`src/tsl_map.svh`:
```
`ifndef TSL_MAP_SVH
`define TSL_MAP_SVH

// register byte offsets (haddr[7:0])
`define TSL_OFS_CTRL 8'h00
`define TSL_OFS_SPD_LIM 8'h04
`define TSL_OFS_GAIN 8'h08
`define TSL_OFS_MOTOR_MAX 8'h0c
`define TSL_OFS_RATED 8'h10
`define TSL_OFS_STATUS 8'h14
`define TSL_OFS_IRQ_STAT 8'h18
`define TSL_OFS_IRQ_MASK 8'h1c
`define TSL_OFS_OFFSET 8'h20
`define TSL_OFS_OFS_CMD 8'h24

// control field positions
`define TSL_CTRL_SRC 0
`define TSL_CTRL_TQM 1
`define TSL_CTRL_MAN 2
// offset command bits
`define TSL_CMD_INC 0
`define TSL_CMD_DEC 1
// status bits and limit field
`define TSL_STAT_LIM 0
`define TSL_STAT_SRV 1
`define TSL_STAT_EFF_LSB 16
// interrupt bits
`define TSL_IRQ_ENTER 0
`define TSL_IRQ_LEAVE 1

// speed limit setting, min^-1
`define TSL_SPD_LIM_MAX 14'h2710
`define TSL_SPD_LIM_RST 14'h2710
// speed input gain, 0.01 V per rated speed
`define TSL_GAIN_MIN 12'h096
`define TSL_GAIN_MAX 12'hbb8
`define TSL_GAIN_RST 12'h258

`endif

```
`src/tsl_pkg.sv`:
```
package tsl_pkg;
  typedef enum logic {
    TSL_BUS_IDLE = 1'b0,
    TSL_BUS_DATA = 1'b1
  } tsl_bus_e;
  typedef logic [13:0] tsl_speed_t;
  typedef logic [11:0] tsl_gain_t;
endpackage

```
`src/tsl_divider.sv`:
```
`timescale 1ns/1ps
// restoring divider, one quotient bit per clock
module tsl_divider #(
  parameter int W = 30,
  parameter int DW = 12
) (
  input wire logic i_core_clk,
  input wire logic i_rst,
  input wire logic i_start,
  input wire logic [W-1:0] i_num,
  input wire logic [DW-1:0] i_den,
  output logic [W-1:0] o_quot,
  output logic o_done
);
  logic [W-1:0] num_q;
  logic [W-1:0] num_l_q;
  logic [DW-1:0] den_q;
  logic [DW:0] rem_q;
  logic [DW:0] rem_sh;
  logic [7:0] cnt_q;
  logic busy_q;
  logic done_q;
  logic ge;

  if (W < 2 || W > 200 || DW < 1) begin : g_bad_width
    $error("tsl_divider: unsupported width");
  end

  assign rem_sh = {rem_q[DW-1:0], num_q[W-1]};
  assign ge = rem_sh >= {1'b0, den_q};

  always_ff @(posedge i_core_clk) begin
    if (i_rst) begin
      num_q <= '0;
      num_l_q <= '0;
      den_q <= '0;
      rem_q <= '0;
      cnt_q <= 8'h00;
      busy_q <= 1'b0;
      done_q <= 1'b0;
    end else if (!busy_q) begin
      done_q <= 1'b0;
      if (i_start) begin
        num_q <= i_num;
        num_l_q <= i_num;
        den_q <= i_den;
        rem_q <= '0;
        cnt_q <= 8'(W);
        busy_q <= 1'b1;
      end
    end else begin
      rem_q <= ge ? rem_sh - {1'b0, den_q} : rem_sh;
      num_q <= {num_q[W-2:0], ge};
      cnt_q <= cnt_q - 8'h01;
      if (cnt_q == 8'h01) begin
        busy_q <= 1'b0;
        done_q <= 1'b1;
      end
    end
  end

  assign o_quot = num_q;
  assign o_done = done_q;
endmodule // tsl_divider

```
`src/tsl_top.sv`:
```
`timescale 1ns/1ps
`include "tsl_map.svh"

// Operation
// - source select 0 uses the internal speed-limit setting as limit.
// - source select 1 derives limit from analog speed input scaled by gain.
// - internal setting spans 0 to 10000 min^-1, resets 10000, acts immediately.
// - internal setting above motor maximum speed is replaced by motor maximum.
// - external mode limit is the smaller of analog limit and internal setting.
// - analog limit uses input magnitude; sign is ignored.
// - gain spans 150 to 3000 (0.01 V/rated speed), resets 600, acts immediately.
// - analog limit equals rated speed times voltage over gain times 0.01 V.
// - overspeed produces negative-feedback torque proportional to the excess.
// - status output is low while limiting applies, high otherwise.
// - status asserts when speed reaches the active limit, either source.
// - manual offset mode acts like auto offset, amount entered directly.
// - in manual mode with servo on, increment/decrement adjust the offset.
// - offset is retained and corrects the analog torque reference.
module tsl_top
  import tsl_pkg::*;
#(
  parameter tsl_speed_t MOTOR_MAX_RST = 14'h1388,
  parameter tsl_speed_t RATED_RST = 14'h0bb8,
  parameter int OFS_LIMIT = 127,
  parameter int KP_SHIFT = 2
) (
  input wire logic i_core_clk,
  input wire logic i_rst,
  input wire logic i_hsel,
  input wire logic [31:0] i_haddr,
  input wire logic [1:0] i_htrans,
  input wire logic i_hwrite,
  input wire logic [2:0] i_hsize,
  input wire logic [31:0] i_hwdata,
  input wire logic i_hready,
  output logic o_hreadyout,
  output logic [31:0] o_hrdata,
  output logic o_hresp,
  input wire logic i_servo_on,
  input wire logic signed [15:0] i_motor_speed,
  input wire logic signed [15:0] i_vref,
  input wire logic signed [15:0] i_torque_ref,
  output logic signed [15:0] o_torque_cmd,
  output logic o_speed_limit_active_n,
  output logic o_irq
);
  if (OFS_LIMIT < 1 || OFS_LIMIT > 32767 || KP_SHIFT < 0 || KP_SHIFT > 3) begin : g_bad
    $error("tsl_top: unsupported parameter value");
  end

  // ---------------- AHB-Lite slave ----------------
  tsl_bus_e bus_q;
  logic [7:0] addr_q;
  logic wr_q;
  logic hready_q;
  logic [31:0] hrdata_q;
  logic [31:0] rd_mux;
  logic wr_en;

  // one wait state per transfer so a read never races the write before it
  always_ff @(posedge i_core_clk) begin
    if (i_rst) begin
      bus_q <= TSL_BUS_IDLE;
      addr_q <= 8'h00;
      wr_q <= 1'b0;
      hready_q <= 1'b1;
      hrdata_q <= 32'h0000_0000;
    end else begin
      unique case (bus_q)
        TSL_BUS_IDLE: begin
          if (i_hsel && i_htrans[1] && i_hready) begin
            addr_q <= i_haddr[7:0];
            wr_q <= i_hwrite;
            hready_q <= 1'b0;
            bus_q <= TSL_BUS_DATA;
          end
        end
        TSL_BUS_DATA: begin
          hready_q <= 1'b1;
          hrdata_q <= wr_q ? 32'h0000_0000 : rd_mux;
          bus_q <= TSL_BUS_IDLE;
        end
      endcase
    end
  end

  assign wr_en = (bus_q == TSL_BUS_DATA) && wr_q;
  assign o_hreadyout = hready_q;
  assign o_hrdata = hrdata_q;
  assign o_hresp = 1'b0;

  // ---------------- configuration registers ----------------
  logic src_q;
  logic tqm_q;
  logic man_q;
  tsl_speed_t spd_lim_q;
  tsl_gain_t gain_q;
  tsl_speed_t motor_max_q;
  tsl_speed_t rated_q;
  logic [1:0] irq_stat_q;
  logic [1:0] irq_mask_q;
  logic inc_q;
  logic dec_q;

  always_ff @(posedge i_core_clk) begin
    if (i_rst) begin
      src_q <= 1'b0;
      tqm_q <= 1'b0;
      man_q <= 1'b0;
    end else if (wr_en && addr_q == `TSL_OFS_CTRL) begin
      src_q <= i_hwdata[`TSL_CTRL_SRC];
      tqm_q <= i_hwdata[`TSL_CTRL_TQM];
      man_q <= i_hwdata[`TSL_CTRL_MAN];
    end
  end

  // out-of-range writes clamp to the nearest legal value
  always_ff @(posedge i_core_clk) begin
    if (i_rst) begin
      spd_lim_q <= `TSL_SPD_LIM_RST;
    end else if (wr_en && addr_q == `TSL_OFS_SPD_LIM) begin
      spd_lim_q <= (i_hwdata > 32'(`TSL_SPD_LIM_MAX)) ? `TSL_SPD_LIM_MAX : i_hwdata[13:0];
    end
  end

  always_ff @(posedge i_core_clk) begin
    if (i_rst) begin
      gain_q <= `TSL_GAIN_RST;
    end else if (wr_en && addr_q == `TSL_OFS_GAIN) begin
      if (i_hwdata > 32'(`TSL_GAIN_MAX)) begin
        gain_q <= `TSL_GAIN_MAX;
      end else if (i_hwdata < 32'(`TSL_GAIN_MIN)) begin
        gain_q <= `TSL_GAIN_MIN;
      end else begin
        gain_q <= i_hwdata[11:0];
      end
    end
  end

  always_ff @(posedge i_core_clk) begin
    if (i_rst) begin
      motor_max_q <= MOTOR_MAX_RST;
      rated_q <= RATED_RST;
    end else if (wr_en && addr_q == `TSL_OFS_MOTOR_MAX) begin
      motor_max_q <= i_hwdata[13:0];
    end else if (wr_en && addr_q == `TSL_OFS_RATED) begin
      rated_q <= i_hwdata[13:0];
    end
  end

  // ---------------- servo-on pin synchroniser ----------------
  logic srv_s1_q;
  logic srv_s2_q;
  logic srv_s3_q;
  logic srv_q;

  always_ff @(posedge i_core_clk) begin
    if (i_rst) begin
      srv_s1_q <= 1'b0;
      srv_s2_q <= 1'b0;
      srv_s3_q <= 1'b0;
      srv_q <= 1'b0;
    end else begin
      srv_s1_q <= i_servo_on;
      srv_s2_q <= srv_s1_q;
      srv_s3_q <= srv_s2_q;
      if (srv_s2_q == srv_s3_q) begin
        srv_q <= srv_s3_q;
      end
    end
  end

  // ---------------- external limit from analog reference ----------------
  logic [15:0] abs_vref;
  logic [29:0] ext_num;
  logic [29:0] quot;
  logic div_done;
  tsl_speed_t ext_lim_q;

  // magnitude only; -32768 maps to 32768 in the unsigned result
  assign abs_vref = i_vref[15] ? 16'(-i_vref) : i_vref;
  assign ext_num = 30'(rated_q) * 30'(abs_vref);

  // recomputes continuously, so gain and input changes land within two passes
  tsl_divider #(
    .W(30),
    .DW(12)
  ) u_div (
    .i_core_clk(i_core_clk),
    .i_rst(i_rst),
    .i_start(1'b1),
    .i_num(ext_num),
    .i_den(gain_q),
    .o_quot(quot),
    .o_done(div_done)
  );

  always_ff @(posedge i_core_clk) begin
    if (i_rst) begin
      ext_lim_q <= `TSL_SPD_LIM_RST;
    end else if (div_done) begin
      ext_lim_q <= (|quot[29:14]) ? 14'h3fff : quot[13:0];
    end
  end

  // ---------------- effective limit and status ----------------
  tsl_speed_t int_lim;
  tsl_speed_t eff_d;
  tsl_speed_t eff_lim_q;
  logic [15:0] abs_spd;
  logic lim_d;
  logic lim_q;
  logic lim_n_q;

  assign int_lim = (spd_lim_q > motor_max_q) ? motor_max_q : spd_lim_q;
  assign eff_d = (src_q && ext_lim_q < int_lim) ? ext_lim_q : int_lim;
  assign abs_spd = i_motor_speed[15] ? 16'(-i_motor_speed) : i_motor_speed;
  assign lim_d = tqm_q && ({2'b00, eff_lim_q} <= abs_spd);

  always_ff @(posedge i_core_clk) begin
    if (i_rst) begin
      // start at the smaller reset limit so the motor clamp holds from the first cycle
      eff_lim_q <= (MOTOR_MAX_RST < `TSL_SPD_LIM_RST) ? MOTOR_MAX_RST : `TSL_SPD_LIM_RST;
      lim_q <= 1'b0;
      lim_n_q <= 1'b1;
    end else begin
      eff_lim_q <= eff_d;
      lim_q <= lim_d;
      lim_n_q <= ~lim_d;
    end
  end

  assign o_speed_limit_active_n = lim_n_q;

  // ---------------- torque offset, manual entry ----------------
  logic signed [15:0] offset_q;

  always_ff @(posedge i_core_clk) begin
    if (i_rst) begin
      inc_q <= 1'b0;
      dec_q <= 1'b0;
    end else begin
      inc_q <= wr_en && addr_q == `TSL_OFS_OFS_CMD && i_hwdata[`TSL_CMD_INC];
      dec_q <= wr_en && addr_q == `TSL_OFS_OFS_CMD && i_hwdata[`TSL_CMD_DEC];
    end
  end

  // same offset store as the auto adjust would fill; entered by steps here
  always_ff @(posedge i_core_clk) begin
    if (i_rst) begin
      offset_q <= 16'sh0000;
    end else if (man_q && srv_q && inc_q && !dec_q) begin
      if (offset_q < 16'(OFS_LIMIT)) begin
        offset_q <= offset_q + 16'sh0001;
      end
    end else if (man_q && srv_q && dec_q && !inc_q) begin
      if (offset_q > -16'(OFS_LIMIT)) begin
        offset_q <= offset_q - 16'sh0001;
      end
    end
  end

  // ---------------- torque command with speed feedback ----------------
  logic signed [19:0] base_w;
  logic signed [19:0] fb_w;
  logic signed [19:0] sum_w;
  logic [16:0] exc;
  logic over;
  logic signed [15:0] tq_q;

  assign base_w = 20'(i_torque_ref) + 20'(offset_q);
  assign exc = {1'b0, abs_spd} - {3'b000, eff_lim_q};
  assign over = tqm_q && ({2'b00, eff_lim_q} < abs_spd);
  assign fb_w = over ? ($signed(20'(exc)) <<< KP_SHIFT) : 20'sh00000;
  assign sum_w = i_motor_speed[15] ? base_w + fb_w : base_w - fb_w;

  // saturate rather than wrap; a wrap would flip the torque sign
  always_ff @(posedge i_core_clk) begin
    if (i_rst) begin
      tq_q <= 16'sh0000;
    end else if (sum_w > 20'sh07fff) begin
      tq_q <= 16'sh7fff;
    end else if (sum_w < -20'sh08000) begin
      tq_q <= 16'sh8000;
    end else begin
      tq_q <= sum_w[15:0];
    end
  end

  assign o_torque_cmd = tq_q;

  // ---------------- interrupts and readback ----------------
  logic [1:0] ev;
  logic [1:0] clr;
  logic irq_q;

  assign ev = {~lim_d & lim_q, lim_d & ~lim_q};
  assign clr = (wr_en && addr_q == `TSL_OFS_IRQ_STAT) ? i_hwdata[1:0] : 2'b00;

  // a new event beats a same-cycle clear
  always_ff @(posedge i_core_clk) begin
    if (i_rst) begin
      irq_stat_q <= 2'b00;
      irq_mask_q <= 2'b00;
      irq_q <= 1'b0;
    end else begin
      irq_stat_q <= (irq_stat_q & ~clr) | ev;
      if (wr_en && addr_q == `TSL_OFS_IRQ_MASK) begin
        irq_mask_q <= i_hwdata[1:0];
      end
      irq_q <= |(irq_stat_q & irq_mask_q);
    end
  end

  assign o_irq = irq_q;

  always_comb begin
    rd_mux = 32'h0000_0000;
    unique case (addr_q)
      `TSL_OFS_CTRL: rd_mux = {29'h0, man_q, tqm_q, src_q};
      `TSL_OFS_SPD_LIM: rd_mux = {18'h0, spd_lim_q};
      `TSL_OFS_GAIN: rd_mux = {20'h0, gain_q};
      `TSL_OFS_MOTOR_MAX: rd_mux = {18'h0, motor_max_q};
      `TSL_OFS_RATED: rd_mux = {18'h0, rated_q};
      `TSL_OFS_STATUS: rd_mux = {2'b00, eff_lim_q, 14'h0, srv_q, lim_q};
      `TSL_OFS_IRQ_STAT: rd_mux = {30'h0, irq_stat_q};
      `TSL_OFS_IRQ_MASK: rd_mux = {30'h0, irq_mask_q};
      `TSL_OFS_OFFSET: rd_mux = 32'(offset_q);
      default: rd_mux = 32'h0000_0000;
    endcase
  end
endmodule // tsl_top

```
`config.mk`:
```
export PLATFORM = sky130hd
export DESIGN_NAME = tsl_top
export DESIGN_NICKNAME = d
export VERILOG_FILES = /design/src/tsl_pkg.sv /design/src/tsl_divider.sv /design/src/tsl_top.sv
export VERILOG_INCLUDE_DIRS = /design/src /design/src/src
export SDC_FILE = /design/constraint.sdc
export NUM_CORES = 1
export LEC_CHECK = 0
export ABC_AREA = 1
export BUFFER_PORTS_ARGS = -buffer_cell sky130_fd_sc_hd__buf_2
export CAP_MARGIN = 20
export CELL_PAD_IN_SITES_DETAIL_PLACEMENT = 1
export CELL_PAD_IN_SITES_GLOBAL_PLACEMENT = 2
export CORE_UTILIZATION = 30
export CTS_BUF_LIST = sky130_fd_sc_hd__clkbuf_4
export CTS_CLUSTER_SIZE = 25
export DETAILED_ROUTE_END_ITERATION = 8
export PLACE_DENSITY = 0.7
export RECOVER_POWER = 25
export SETUP_SLACK_MARGIN = 0.3
export SLEW_MARGIN = 20
export SYNTH_ARGS = -nofsm -noshare
export SYNTH_HDL_FRONTEND = slang
export SYNTH_SLANG_ARGS = --single-unit
export TNS_END_PERCENT = 5
```
`constraint.sdc`:
```
create_clock -name i_core_clk -period 9.4 [get_ports i_core_clk]
set_clock_uncertainty 0.05 [all_clocks]
set_input_delay 1.88 -clock i_core_clk [delete_from_list [all_inputs] [get_ports i_core_clk]]
set_output_delay 1.88 -clock i_core_clk [all_outputs]
set_load 0.03 [all_outputs]
```
; ---- Word-level counts from Yosys, hierarchy flattened
; Index checks and enable logic that the tools add are counted.
[classes]
n_addsub = 10
n_mul = 1
magnitude_cmp = 12
n_eq_ne = 13
muxes = 28
bitwise_logic = 11
n_reduce_logical = 33
[op_table]
columns = op, count
row1 = $pmux W32 S9, 1
row2 = $mux W16, 7
row3 = $mux W14, 4
row4 = $mux W12, 3
row5 = $eq A8 B5 Y1 const B, 4
row6 = $gt A32 B12 Y1 const B, 1
row7 = $gt A32 B14 Y1 const B, 1
row8 = $lt A32 B8 Y1 const B, 1
row9 = $mux W32, 1
row10 = $neg A16 Y16, 2
row11 = $mul A14 B16 Y30, 1
row12 = $mux W30, 1
row13 = $logic_and A1 B1 Y1, 21
row14 = $add A17 B20 Y20, 1
row15 = $gt A20 B16 Y1 const B, 1
row16 = $lt A20 B16 Y1 const B, 1
row17 = $mux W20, 1
row18 = $sub A17 B20 Y20, 1
row19 = $mux W19, 1
row20 = $add A16 B16 Y17, 1
row21 = $sub A16 B14 Y17, 1
row22 = $add A16 B2 Y16 const B, 1
row23 = $eq A8 B4 Y1 const B, 2
row24 = $eq A8 B6 Y1 const B, 2
row25 = 32 further kinds, 47
[totals]
register_bits = 237
in_bits = 123
out_inout_bits = 52

; ---- Logic depth before layout (Yosys ltp)
[logic_depth]
word_depth = 10
mapped_depth = 45
depth_no_buf = 43

; ---- Cells and area by module
; A second synthesis with hierarchy kept.
[hier_totals]
hier_cells = 3120
area_unflattened_um2 = 22545.4
[modules_own_cells]
columns = module, n_inst, cells_per_inst, area_per_inst_um2
row1 = tsl_top, 1, 2576, 18854.3
row2 = tsl_divider, 1, 544, 3691.0

; ---- Least setup slack after synthesis
; Ideal clock, no wire load.
[synth_timing]
path_kind = input to register
from = input i_vref[1]
to = register u_div.num_q[27], in the netlist u_div.o_quot[27]
setup_time_ps = 115
t_arrival_ps = 8311
required_ps = 9235
path_slack_ps = 924
cell_stages = 34
path_cell_list = nor3_1 -> nand2_1 -> nor3_1 -> inv_1 -> nor2_1 -> inv_1 -> nor3_1 -> nand2_1 -> nand2_1 -> nand2_1 -> nand2_1 -> clkbuf_1 -> nand2_1 -> fa_1 -> inv_1 -> fa_1 -> fa_1 -> inv_1 -> fa_1 -> inv_1 -> fa_1 -> fa_1 -> ha_1 -> nand2_1 -> nor4_1 -> nand4_1 -> nand3_1 -> nand2_1 -> o211ai_1 -> a31oi_1 -> o21ai_0 -> xor2_1 -> o21ai_0 -> inv_1
[synth_between]
elab_chain_len = 4
[synth_rtl]
columns = element, line
row1 = from (decl), tsl_top.sv:41  ; input wire logic signed [15:0] i_vref,
row2 = $neg A16 Y16, tsl_top.sv:181  ; assign abs_vref = i_vref[15] ? 16'(-i_vref) : i_vref;
row3 = $mux W16 (*), tsl_top.sv:181
row4 = $mul A14 B16 Y30 (*), tsl_top.sv:182  ; assign ext_num = 30'(rated_q) * 30'(abs_vref);
row5 = $mux W30 (*), tsl_divider.sv:41  ; end else if (!busy_q) begin
row6 = to (signal assigned), tsl_divider.sv:44  ; num_q <= i_num;
row7 = to (signal assigned), tsl_divider.sv:53  ; num_q <= {num_q[W-2:0], ge};
row8 = to (decl), tsl_divider.sv:15  ; logic [W-1:0] num_q;
; Mark *: on every way between the ends. The rest lies on a longest branch, timed or not.
; A chain may end at the register's enable or synchronous reset.

; ---- Worst setup path in the final report
[layout_timing]
from = input i_vref[1]
to = register u_div.num_q[29], in the netlist u_div.o_quot[29]
; Same word-level chain as after synthesis.

==> summary.txt <==
Logic synthesis
  – Synth warn: 0
  – Yosys top cell by area: dfxtp_1
  – Part of the Yosys area used for sequential elements: 0.2189
  – Most used DFF post-synth: dfxtp_1
  – Post-synthesis cell type count: 55
  – Synthesized area per cell: 7.392 um2
  – FFs w/ async S/R, synth: 0
  – Post-synth EDFFs: 0
  – Synth area leaders: dfxtp_1, fa_1, ha_1
  – Synth top area share: 0.2189
  – Synthesized area: 21490 um2
  – Gate Count Post-Synth: 2907
  – Flops & latches, synth: 235
  – Synth Net Count: 3399

STA
  – Slew headroom: -0.5147
  – Hold Fails Final Rpt: 0
  – Max Clk Rate: 120.3 MHz
  – RSZ-0062 raised after global routing: false
  – Final setup viols: 0
  – Sum Neg Setup Slack: 0 ps
  – Max Slew Vio Count: 190
  – Fin crit share: 0.8844
  – Period minus WS final: 8314 ps
  – Tightest Pin Transition: 2272 ps

Route
  – Drt wl/cell: 18.87 um
  – Vias after detailed routing: 20.01k
  – Post-DRT Antenna Nets: 0
  – Drt pass-1 iters: 5
  – DRT iter0 DRCs: 726
  – Overall routed net length: 76610 um
  – Via-to-Cell Ratio: 4.928
  – DRC viols: 0

Clock network
  – Hold_buf cts: 0
  – # Post-CTS Setup Buffers: 0
  – CTS Buf Count: 71
  – CTS resizes: 0
  – Root Buffer: clkbuf_4
  – CTS tree: built
  – Max Buffers Root-to-Sink: 3
  – Clock sink count: 235
  – Reg clk slew, reported paths: 70 ps
  – Worst skew pair latency: 800 ps
  – H-tree Lvls: 3

GRT
  – Gr busiest metal: met2
  – GRT overflow: 0
  – First-pass GRT wire length: 120200 um
  – Number of global-route vias before repair: 21.53k
  – Pin count of the biggest net entering global routing: 100
  – GR Layer Usage met1: 0.2430
  – GR Layer Usage met3: 0.02832
  – All-Layer GR Usage: 0.2116
  – Initial antenna violation count: 7
  – Met2 Usage GRT: 0.3953

Outcome
  – Status: finished, violations left
  – Violated checks: capacitance limit, slew limit

Critical path
  – Crit start category: input pin
  – CP Max Fanout: 11
  – Delay-heaviest family, CP: adder cells
  – Largest stage delay, worst path: 520 ps
  – Crit path max-delay cell type: fa_1
  – Crit path DAT: 8960 ps
  – Buffer and inverter count on the worst path: 7
  – Crit. End Element: flop
  – Setup slack, reg-to-reg: 2710 ps
  – Worst EP required: 10050 ps
  – Critical setup path kind: in2reg
  – Cell mode on critical path: nand2_1

Floorplanning
  – # IOs: 175
  – DIE WIDTH: 269.6 um
  – Row count: 97
  – Die Height: 269.6 um
  – Initial Util: 0.3048
  – Core Region: 70510 um2
  – Die area: 72710 um2

Power
  – P_leak: 12.06 nW
  – PwrDens: 233.0 nW/um2
  – Worst vdd ir: 0.3139 mV

Final layout
  – Layout cell share with drive strength beyond 1: 0.1037
  – Post-route insts no fill: 4060
  – Filler cell count: 8788
  – NumNets Final: 3558
  – Area Overhead vs Synth: 12.26%

Run
  – Max Cap Violations: 3

Placement
  – PortBufs: 145
  – GP Congestion: 0.8647
  – Cell Count Post-Placement: 3933
  – DP HPWL: 62360 um

Worst hold path
  – Tightest Hold Check Type: reg2reg
==> cell usage after synthesis (3+ instances only) <==
cell and count:
nand2_2 7, inv_1 503, nand2_1 560, a21oi_1 178
o22ai_1 43, nor2_4 5, xor2_1 75, xnor2_1 39
o21ai_0 172, nor4_1 18, nor2_1 262, buf_4 5
o21a_1 3, o21ai_1 19, a31oi_1 22, o221ai_1 15
inv_2 5, dfxtp_1 235, o31ai_1 6, nor3_1 30
a211oi_1 24, a21o_1 6, a32o_1 4, ha_1 199
clkinv_1 5, fa_1 170, o21bai_1 7, buf_2 6
or2_2 7, clkbuf_1 85, o21ai_2 4, a221oi_1 5
nand3_2 21, o2111ai_1 5, o211ai_1 29, nand3_1 72
nand3b_1 4, nand4_1 29
==> final cells by class <==
type / instances / area (um2) / share of cell area
repair buffers: 186 / 984.7 / 0.04082
inverters: 513 / 1927 / 0.07987
diodes: 6 / 15.01 / 0.0006224
multi-input cells: 2059 / 14440 / 0.5987
flip-flops and latches: 235 / 4705 / 0.1950
well taps: 940 / 1176 / 0.04875
clock buffers: 99 / 743.2 / 0.03081
clock inverters: 22 / 131.4 / 0.005446
==> per-stage QoR <==
step / setup slack, ps / cell area, um2 / power, mW / hold WS [ps] / util
CTS: 1130 / 24160 / 5.774 / 362.6 / 0.3427
global route: 549.3 / 24120 / 6.240 / 374.1 / 0.3421
floorplan: 924.0 / 21490 / 3.550 / 338.3 / -
global placement: 333.9 / 23290 / 4.661 / 379.2 / 0.3303
detailed placement: 234.5 / 23290 / 4.707 / 387.5 / 0.3303
finish: 1086 / 24120 / 5.620 / 365.1 / 0.3421
==> path summary, 6_finish.rpt <==
path                                    from                           to  cells after the start
setup / recovery                   i_vref[1]  u_div.o_quot[29]$_SDFF_PP0_                     34
hold / removal    u_div.o_quot[2]$_SDFF_PP0_   u_div.o_quot[3]$_SDFF_PP0_                      2
setup reg to reg    rated_q[10]$_SDFFE_PP0P_  u_div.o_quot[27]$_SDFF_PP0_                     22
hold reg to reg   u_div.o_quot[2]$_SDFF_PP0_   u_div.o_quot[3]$_SDFF_PP0_                      2
==> per-layer routing <==
layer / vias to the layer above / wire length (um)
met5: - / 50
met1: 9876 / 31550
met2: 278 / 40380
met4: 8 / 2321
li1: 9732 / -
met3: 113 / 2313
==> power breakdown <==
part	switching, mW	total (mW)	leakage (nW)	internal (mW)
sequential	0.0409	1.11	1.91	1.07
combinational	2.14	3.50	9.63	1.36
clock	0.497	1.01	0.520	0.515
==> registers in the layout (all words and copies together), names as in the netlist, 2 cells and up <==
register	count
ext_lim_q	14
u_div.o_quot	30
eff_lim_q	14
offset_q	16
spd_lim_q	14
o_hrdata	30
u_div.den_q	12
o_torque_cmd	16
u_div.cnt_q	8
addr_q	8
gain_q	12
u_div.rem_q	12
irq_mask_q	2
irq_stat_q	2
rated_q	14
motor_max_q	14
==> cell families (layout without fill, tap and decap cells) <==
kind of cell | Yosys count | in the layout | synth area share
AOI/OAI and AO/OA | 550 | 550 | 0.1481
xor gates and xnor gates | 114 | 114 | 0.04646
DFF | 235 | 235 | 0.2189
buffers and inverters | 613 | 820 | 0.1090
adders and majority gates | 369 | 369 | 0.2742
other | 1 | 7 | 0.0001745
and+or+nand+nor | 1025 | 1025 | 0.2031
==> placed cells by master (no fill, tap or decap), types with 15 or more instances in the layout <==
master / netlist / layout
nand2_1: 560 / 560
inv_1: 503 / 502
nor2_1: 262 / 262
dfxtp_1: 235 / 235
ha_1: 199 / 199
a21oi_1: 178 / 178
o21ai_0: 172 / 172
fa_1: 170 / 170
buf_2: 6 / 117
clkbuf_4: 0 / 99
xor2_1: 75 / 75
nand3_1: 72 / 72
o22ai_1: 43 / 43
xnor2_1: 39 / 39
buf_4: 5 / 37
clkbuf_1: 85 / 31
nor3_1: 30 / 30
nand4_1: 29 / 29
o211ai_1: 29 / 29
a211oi_1: 24 / 24
a31oi_1: 22 / 22
nand3_2: 21 / 21
o21ai_1: 19 / 19
nor4_1: 18 / 18
clkinv_1: 5 / 16
o221ai_1: 15 / 15
==> tightest hold or removal path, cell delays in order (launching register included) <==
cell     delay, ps
dfxtp_1        320
nand2_1         50
nand2_1         40
Power figures use the tool's default switching activity.
